[config.mk]
export PLATFORM = sky130hd
export DESIGN_NAME = ucsf_top
export DESIGN_NICKNAME = d
export VERILOG_FILES = /design/src/rtl/ucsf_top.v
export VERILOG_INCLUDE_DIRS = /design/src /design/src/shared
export SDC_FILE = /design/constraint.sdc
export NUM_CORES = 1
export LEC_CHECK = 0
export BUFFER_PORTS_ARGS = -buffer_cell sky130_fd_sc_hd__clkbuf_2
export CAP_MARGIN = 40
export CELL_PAD_IN_SITES_DETAIL_PLACEMENT = 1
export CELL_PAD_IN_SITES_GLOBAL_PLACEMENT = 2
export CORE_MARGIN = 8
export CORE_UTILIZATION = 29
export CTS_BUF_LIST = sky130_fd_sc_hd__clkbuf_16
export DETAILED_ROUTE_END_ITERATION = 6
export PLACE_DENSITY_LB_ADDON = 0.12
export SLEW_MARGIN = 20
export SYNTH_ARGS = -nofsm -noshare
export SYNTH_HDL_FRONTEND = slang
export SYNTH_SLANG_ARGS = --single-unit
[constraint.sdc]
create_clock -name pclk -period 2.2 [get_ports pclk]
set_input_delay 0.44 -clock pclk [delete_from_list [all_inputs] [get_ports pclk]]
set_output_delay 0.44 -clock pclk [all_outputs]
set_load 0.1 [all_outputs]
[src/shared/ucsf_map.vh]
`ifndef UCSF_MAP_VH
`define UCSF_MAP_VH
`define UCSF_ADDR_CTRL     12'h000
`define UCSF_ADDR_MODE     12'h004
`define UCSF_ADDR_DATA     12'h008
`define UCSF_ADDR_STAT     12'h00C
`define UCSF_BIT_OVR       7
`define UCSF_BIT_PERR      6
`define UCSF_BIT_THRE      5
`define UCSF_BIT_REN       4
`define UCSF_BIT_TBX       3
`define UCSF_BIT_RBX       2
`define UCSF_BIT_TDONE     1
`define UCSF_BIT_RAVAIL    0
`define UCSF_BIT_IEN       2
`define UCSF_BIT_PEN       1
`define UCSF_BIT_XBE       0
`define UCSF_CTRL_RESET    8'h20
`define UCSF_MODE_RESET    3'h0
`endif

[src/rtl/ucsf_top.v]
// Local design decisions: the register addresses and the APB interface to the registers.
`timescale 1ns/10ps
`include "ucsf_map.vh"
module ucsf_top (
	// APB
	input  wire        pclk,
	input  wire        presetn,
	input  wire        psel,
	input  wire        penable,
	input  wire        pwrite,
	input  wire [11:0] paddr,
	input  wire [31:0] pwdata,
	output wire        pready,
	output wire        pslverr,
	output reg  [31:0] prdata,
	// Transmitter side
	input  wire        tx_holding_full,
	input  wire        tx_stop_start,
	output wire        tx_bit_enable,
	output wire        tx_bit_value,
	output reg  [7:0]  tx_data,
	output reg         tx_load,
	// Receiver side
	input  wire        rx_stop_sample,
	input  wire        rx_extra_in,
	input  wire        rx_stop_in,
	input  wire        rx_parity_bad,
	input  wire        rx_overrun,
	input  wire        rx_fifo_nonempty,
	input  wire [7:0]  rx_fifo_data,
	output wire        rx_enable,
	output reg         rx_pop,
	output wire        parity_enable,
	// Interrupt to processor
	output wire        port_irq
);

	reg        perr_reg;
	reg        ovr_reg;
	reg        ren_reg;
	reg        tbx_reg;
	reg        rbx_reg;
	reg        tdone_reg;
	reg        ravail_reg;
	reg        ien_reg;
	reg        pen_reg;
	reg        xbe_reg;
	reg  [7:0] rbuf_reg;
	reg        fifo_has_s1;
	reg        fifo_has_s2;
	reg        stop_s1;
	reg        stop_s2;
	reg        stop_d;
	reg        tstart_s1;
	reg        tstart_s2;
	reg        tstart_d;
	reg        hold_s1;
	reg        hold_s2;
	reg        extra_s1;
	reg        extra_s2;
	reg        stopv_s1;
	reg        stopv_s2;
	reg        pbad_s1;
	reg        pbad_s2;
	reg        ovrin_s1;
	reg        ovrin_s2;
	reg  [7:0] fdata_s1;
	reg  [7:0] fdata_s2;

	wire       acc;
	wire       wr;
	wire       rd;
	wire       wr_ctrl;
	wire       rx_event;
	wire       tx_event;
	wire [7:0] ctrl_view;
	wire       mapped;
	wire       sel_ctrl;
	wire       sel_mode;
	wire       sel_data;
	wire       sel_stat;

	function is_rise;
		input cur;
		input old;
		begin
			is_rise = cur & ~old;
		end
	endfunction

	function addr_hit;
		input [11:0] addr;
		input [11:0] offset;
		begin
			addr_hit = (addr == offset);
		end
	endfunction

	assign acc     = psel & penable;
	assign wr      = acc & pwrite;
	assign rd      = acc & ~pwrite;
	assign pready  = 1'b1;
	assign sel_ctrl = addr_hit(paddr, `UCSF_ADDR_CTRL);
	assign sel_mode = addr_hit(paddr, `UCSF_ADDR_MODE);
	assign sel_data = addr_hit(paddr, `UCSF_ADDR_DATA);
	assign sel_stat = addr_hit(paddr, `UCSF_ADDR_STAT);
	assign mapped  = sel_ctrl | sel_mode | sel_data | sel_stat;
	assign pslverr = acc & ~mapped;
	assign wr_ctrl = wr & sel_ctrl;

	// Event strobes crossing from the serial engine
	assign rx_event = is_rise(stop_s2, stop_d) & ren_reg;
	assign tx_event = is_rise(tstart_s2, tstart_d);

	assign rx_enable     = ren_reg;
	assign parity_enable = pen_reg;
	assign tx_bit_enable = xbe_reg & ~pen_reg;
	assign tx_bit_value  = pen_reg ? 1'b0 : tbx_reg;

	assign ctrl_view = {ovr_reg, perr_reg, ~hold_s2, ren_reg,
			    tbx_reg, rbx_reg, tdone_reg, ravail_reg};

	assign port_irq = ien_reg & (tdone_reg | ravail_reg);

	always @(posedge pclk or negedge presetn) begin
		if (!presetn) begin
			stop_s1     <= 1'b0;
			stop_s2     <= 1'b0;
			stop_d      <= 1'b0;
			tstart_s1   <= 1'b0;
			tstart_s2   <= 1'b0;
			tstart_d    <= 1'b0;
			hold_s1     <= 1'b0;
			hold_s2     <= 1'b0;
			fifo_has_s1 <= 1'b0;
			fifo_has_s2 <= 1'b0;
		end else begin
			stop_s1     <= rx_stop_sample;
			stop_s2     <= stop_s1;
			stop_d      <= stop_s2;
			tstart_s1   <= tx_stop_start;
			tstart_s2   <= tstart_s1;
			tstart_d    <= tstart_s2;
			hold_s1     <= tx_holding_full;
			hold_s2     <= hold_s1;
			fifo_has_s1 <= rx_fifo_nonempty;
			fifo_has_s2 <= fifo_has_s1;
		end
	end

	// Receive qualifiers cross with the same latency as the stop strobe
	always @(posedge pclk or negedge presetn) begin
		if (!presetn) begin
			extra_s1 <= 1'b0;
			extra_s2 <= 1'b0;
			stopv_s1 <= 1'b0;
			stopv_s2 <= 1'b0;
			pbad_s1  <= 1'b0;
			pbad_s2  <= 1'b0;
			ovrin_s1 <= 1'b0;
			ovrin_s2 <= 1'b0;
		end else begin
			extra_s1 <= rx_extra_in;
			extra_s2 <= extra_s1;
			stopv_s1 <= rx_stop_in;
			stopv_s2 <= stopv_s1;
			pbad_s1  <= rx_parity_bad;
			pbad_s2  <= pbad_s1;
			ovrin_s1 <= rx_overrun;
			ovrin_s2 <= ovrin_s1;
		end
	end

	// FIFO head byte is held stable by the engine while nonempty
	always @(posedge pclk or negedge presetn) begin
		if (!presetn) begin
			fdata_s1 <= 8'h00;
			fdata_s2 <= 8'h00;
		end else begin
			fdata_s1 <= rx_fifo_data;
			fdata_s2 <= fdata_s1;
		end
	end

	// Control bits written by software
	always @(posedge pclk or negedge presetn) begin
		if (!presetn) begin
			ren_reg <= 1'b0;
			tbx_reg <= 1'b0;
			ien_reg <= 1'b0;
			pen_reg <= 1'b0;
			xbe_reg <= 1'b0;
		end else begin
			if (wr_ctrl) begin
				ren_reg <= pwdata[`UCSF_BIT_REN];
				tbx_reg <= pwdata[`UCSF_BIT_TBX];
			end
			if (wr & (paddr == `UCSF_ADDR_MODE)) begin
				ien_reg <= pwdata[`UCSF_BIT_IEN];
				pen_reg <= pwdata[`UCSF_BIT_PEN];
				xbe_reg <= pwdata[`UCSF_BIT_XBE];
			end
		end
	end

	// Hardware-set flags; a set in the clear cycle wins
	always @(posedge pclk or negedge presetn) begin
		if (!presetn) begin
			perr_reg <= 1'b0;
		end else if (rx_event & pen_reg & pbad_s2) begin
			perr_reg <= 1'b1;
		end else if (wr_ctrl & ~pwdata[`UCSF_BIT_PERR]) begin
			perr_reg <= 1'b0;
		end
	end

	always @(posedge pclk or negedge presetn) begin
		if (!presetn) begin
			ovr_reg <= 1'b0;
		end else if (rx_event & ovrin_s2) begin
			ovr_reg <= 1'b1;
		end else if (wr_ctrl & ~pwdata[`UCSF_BIT_OVR]) begin
			ovr_reg <= 1'b0;
		end
	end

	always @(posedge pclk or negedge presetn) begin
		if (!presetn) begin
			tdone_reg <= 1'b0;
		end else if (tx_event) begin
			tdone_reg <= 1'b1;
		end else if (wr_ctrl) begin
			tdone_reg <= pwdata[`UCSF_BIT_TDONE];
		end
	end

	// Cannot be cleared while the FIFO still holds a byte
	always @(posedge pclk or negedge presetn) begin
		if (!presetn) begin
			ravail_reg <= 1'b0;
		end else if (rx_event | fifo_has_s2) begin
			ravail_reg <= 1'b1;
		end else if (wr_ctrl) begin
			ravail_reg <= pwdata[`UCSF_BIT_RAVAIL];
		end
	end

	always @(posedge pclk or negedge presetn) begin
		if (!presetn) begin
			rbx_reg <= 1'b0;
		end else if (rx_event) begin
			rbx_reg <= xbe_reg ? extra_s2 : stopv_s2;
		end else if (wr_ctrl) begin
			rbx_reg <= pwdata[`UCSF_BIT_RBX];
		end
	end

	// Data buffer: writes load the transmitter, reads pop the FIFO
	always @(posedge pclk or negedge presetn) begin
		if (!presetn) begin
			tx_data  <= 8'h00;
			tx_load  <= 1'b0;
			rx_pop   <= 1'b0;
			rbuf_reg <= 8'h00;
		end else begin
			tx_load <= wr & (paddr == `UCSF_ADDR_DATA);
			rx_pop  <= rd & sel_data & fifo_has_s2;
			if (wr & (paddr == `UCSF_ADDR_DATA))
				tx_data <= pwdata[7:0];
			if (rd & (paddr == `UCSF_ADDR_DATA))
				rbuf_reg <= fdata_s2;
		end
	end

	always @* begin
		prdata = 32'h0000_0000;
		if (paddr == `UCSF_ADDR_CTRL) begin
			prdata = {24'h000000, ctrl_view};
		end else if (paddr == `UCSF_ADDR_MODE) begin
			prdata = {29'h00000000, ien_reg, pen_reg, xbe_reg};
		end else if (paddr == `UCSF_ADDR_DATA) begin
			prdata = {24'h000000, fdata_s2};
		end else if (paddr == `UCSF_ADDR_STAT) begin
			prdata = {24'h000000, rbuf_reg};
		end
	end

endmodule

==> flow_summary.json <==
{
  "grt_max_degree": 47,
  "cp_max_fo": 8,
  "p_comb_share_pct": 12.0,
  "cts_tree": "done",
  "grt_pass1_wl_microns": 9259,
  "h-tree-depth": 3,
  "post-route-period-util_pct": 101.0,
  "synthAdderAreaFrac_pct": 0,
  "synth_compound_area_share_pct": 2.913,
  "yosys.area.top_type": "dfrtp_1",
  "leakage_nw": 1.679,
  "synth_xor_area_share_pct": 0,
  "drv_slew": 0,
  "grt.total_usage_pct": 10.54,
  "insertion_delay_ns": 0.31,
  "clock-root-buffer": "clkbuf_16",
  "grt_overflow": 0,
  "syn_inst": 173,
  "rr_worst_depth": 4,
  "drc_errors": 0,
  "synth_edf_count": 0,
  "utilization_pct": 40.21,
  "wl_met3_microns": 602,
  "path_cells": "buf_6, nor4_4, nand2_1, or3_4, buf_12, nor2_4, buf_12",
  "critPathLaunchType": "input port",
  "pwr-share-clk_pct": 43.6,
  "die_area_sq_um": 11810,
  "area.growth.synth_to_final_pct": 37.32,
  "path_clk_slew_ns": 0.05,
  "tightest_slew_ns": 0.5593,
  "antenna-diode-count": 0,
  "core.rowCount": 34,
  "r2r_start": "rx_enable",
  "crit_top_cell": "buf_12",
  "fin_ws_ns": -0.02174,
  "synth_area_leaders": "dfrtp_1, mux2_2, buf_4",
  "r2r-end": "rbx_reg",
  "cpMaxStageDelayCell": "or3_4",
  "slew_headroom_pct": 62.87,
  "cts_hold_buf": 0,
  "fin_worst_skew_ns": 0.003787,
  "drt-total-wl_microns": 5923,
  "antenna_found_initial": 0,
  "placement.cell_area_sq_um": 3110,
  "grt_pass1_vias": 1733,
  "drive_above_1_share_pct": 50.97,
  "ys_seq_area_share_pct": 62.28,
  "cpPeakStageDelay_ns": 0.36,
  "design_area_sq_um": 3421,
  "cp_num_buf_inv": 3,
  "rrSetupSlack_ns": 1.04,
  "drtPass1Iterations": 4,
  "async_reset_ff_share_pct": 100.0,
  "clock_sinks": 62,
  "pwr-share-seq_pct": 44.4,
  "post_drt_wl_per_cell_microns": 16.14,
  "initial_utilization_pct": 29.28,
  "yosys_warnings": 0,
  "gp_congestion": 0.6763,
  "power_density_nw_per_um2": 780.7,
  "finalHoldViolCount": 0,
  "yosysTopAreaCellShare_pct": 62.28,
  "fmax_mhz": 450.1,
  "numCtsBuffers": 9,
  "finalSetupViolCount": 4,
  "ant_nets": 0,
  "worstHoldPathType": "in -> async",
  "viasPerCell": 4.240,
  "critPathKind": "in -> out",
  "ioPinCount": 114,
  "arrival_ns": 1.78,
  "final_nets": 321,
  "crit_cells": 7,
  "avgSynthCellArea_sq_um": 14.40,
  "ys_ff_latch": 62,
  "internal_power_w": 0.001964,
  "rsz0062_at_grt": "true",
  "violations": "setup timing",
  "vias": 1556,
  "port_buffers": 64,
  "synth_top_family_by_area": "multiplexers",
  "maxCapViolations": 0,
  "synth.distinct_cells": 28,
  "synth_ff_type": "dfrtp_1",
  "synth-simple-area-share_pct": 8.438,
  "dr_wl_met2_microns": 2760,
  "syn_area_sq_um": 2491,
  "swShare_pct": 26.47,
  "startpoint": "paddr[9]",
  "dieHeight_microns": 108.7,
  "path_delay_family": "simple AND/OR/NAND/NOR gates",
  "core_sq_um": 8508,
  "wl_met1_microns": 2482,
  "synth.most_common_cell": "dfrtp_1",
  "min_period_ns": 2.222,
  "p_switching_w": 0.0007070,
  "status": "finished, violations left",
  "dieWidth_microns": 108.7,
  "worstPathRequired_ns": 1.76,
  "ys_top_cells_by_count": "dfrtp_1, buf_4, mux2_2, mux2_4, nor2_1",
  "fillers": 921,
  "synthMuxAreaShare_pct": 17.33,
  "dp_slack_ns": -0.1117,
  "vdd_ir_drop_max_mv": 0.3317,
  "dp_hpwl_microns": 4357,
  "cts_buffer_depth": 2,
  "top_layer": "met4",
  "drt_iter0_drc": 28,
  "worst_setup_path_end_kind": "output port"
}
## worst max-delay path by stage
| stage | to |
|---|---|
| floorplan | tx_bit_enable |
| global placement | prdata[1] |
| detailed placement | prdata[1] |
| CTS | prdata[1] |
| global route | prdata[1] |
| finish | prdata[7] |
## worst register-to-register path, cell delays in order (launching register included)
cell and delay, ns:
dfrtp_1 0.41, nand3b_1 0.26, nand2_1 0.09, mux2_2 0.26, o21ai_0 0.07
## layout by cell type, fill, tap and decap left out, types with 2 or more instances in the layout
cell type,Yosys,layout
a22oi_1,4,4
buf_12,0,11
buf_4,26,12
buf_6,0,2
clkbuf_16,0,9
clkbuf_2,0,53
clkinv_1,0,3
conb_1,2,25
dfrtp_1,62,62
inv_1,3,4
mux2_2,19,19
mux2_4,8,8
mux2i_1,3,3
mux4_2,3,3
nand2_1,4,4
nand3_1,2,2
nand3b_1,3,3
nor2_1,7,2
nor2_4,0,5
nor2b_1,5,2
nor2b_4,0,3
nor4_4,2,2
o21ai_0,6,6
or3_4,0,2
## what timing repair did
action,4_1_cts,5_1_grt
pin swaps,3,2
resized for setup,3,4
buffers inserted,6,0
endpoints found under the setup margin,8,16
## kinds of logic (layout without fill, tap and decap cells)
| group | count (synthesis) | in the layout |
|---|---|---|
| DFF | 62 | 62 |
| muxes | 33 | 33 |
| and+or+nand+nor | 32 | 32 |
| buffers and inverters | 32 | 95 |
| AOI/OAI and AO/OA | 12 | 12 |
| other | 2 | 25 |
## power by group through the flow
stage | sequential [W] | combinational (W) | clock (W)
3_3_place_gp | 0.00120 | 0.000315 | 0
6_report | 0.00119 | 0.000319 | 0.00117
2_1_floorplan | 0.00120 | 0.000265 | 0
4_1_cts | 0.00119 | 0.000319 | 0.00121
5_1_grt | 0.00119 | 0.000337 | 0.00127
3_5_place_dp | 0.00121 | 0.000316 | 0
## metrics by stage
stage,TNS (ns),power (W),hold slack [ns],instances
6_report,-0.04956,0.002671,0.06021,367
5_1_grt,-0.4379,0.002795,0.08631,367
4_1_cts,-0.2169,0.002718,0.06335,368
3_5_place_dp,-0.4077,0.001521,0.3370,348
3_3_place_gp,-0.5677,0.001518,0.3317,348
2_1_floorplan,-1.871,0.001467,0.1444,196
## routing by layer
| layer | track usage [%] | vias to the layer above |
|---|---|---|
| li1 | - | 711 |
| met1 | 12.34 | 771 |
| met5 | 0 | - |
| met4 | 4.692 | 0 |
| met2 | 16.22 | 67 |
| met3 | 4.965 | 7 |
## area by class of cell
cell class	instances	area, sq um	area share [%]
Sequential cell	62	1551	45.35
Multi-Input combinational cell	102	879.6	25.71
Timing Repair Buffer	78	598.1	17.48
Clock buffer	9	225.2	6.584
Tap cell	108	135.1	3.950
Clock inverter	5	20.02	0.5852
Inverter	3	11.26	0.3292
Note: power is estimated with default switching activity, not from simulation.
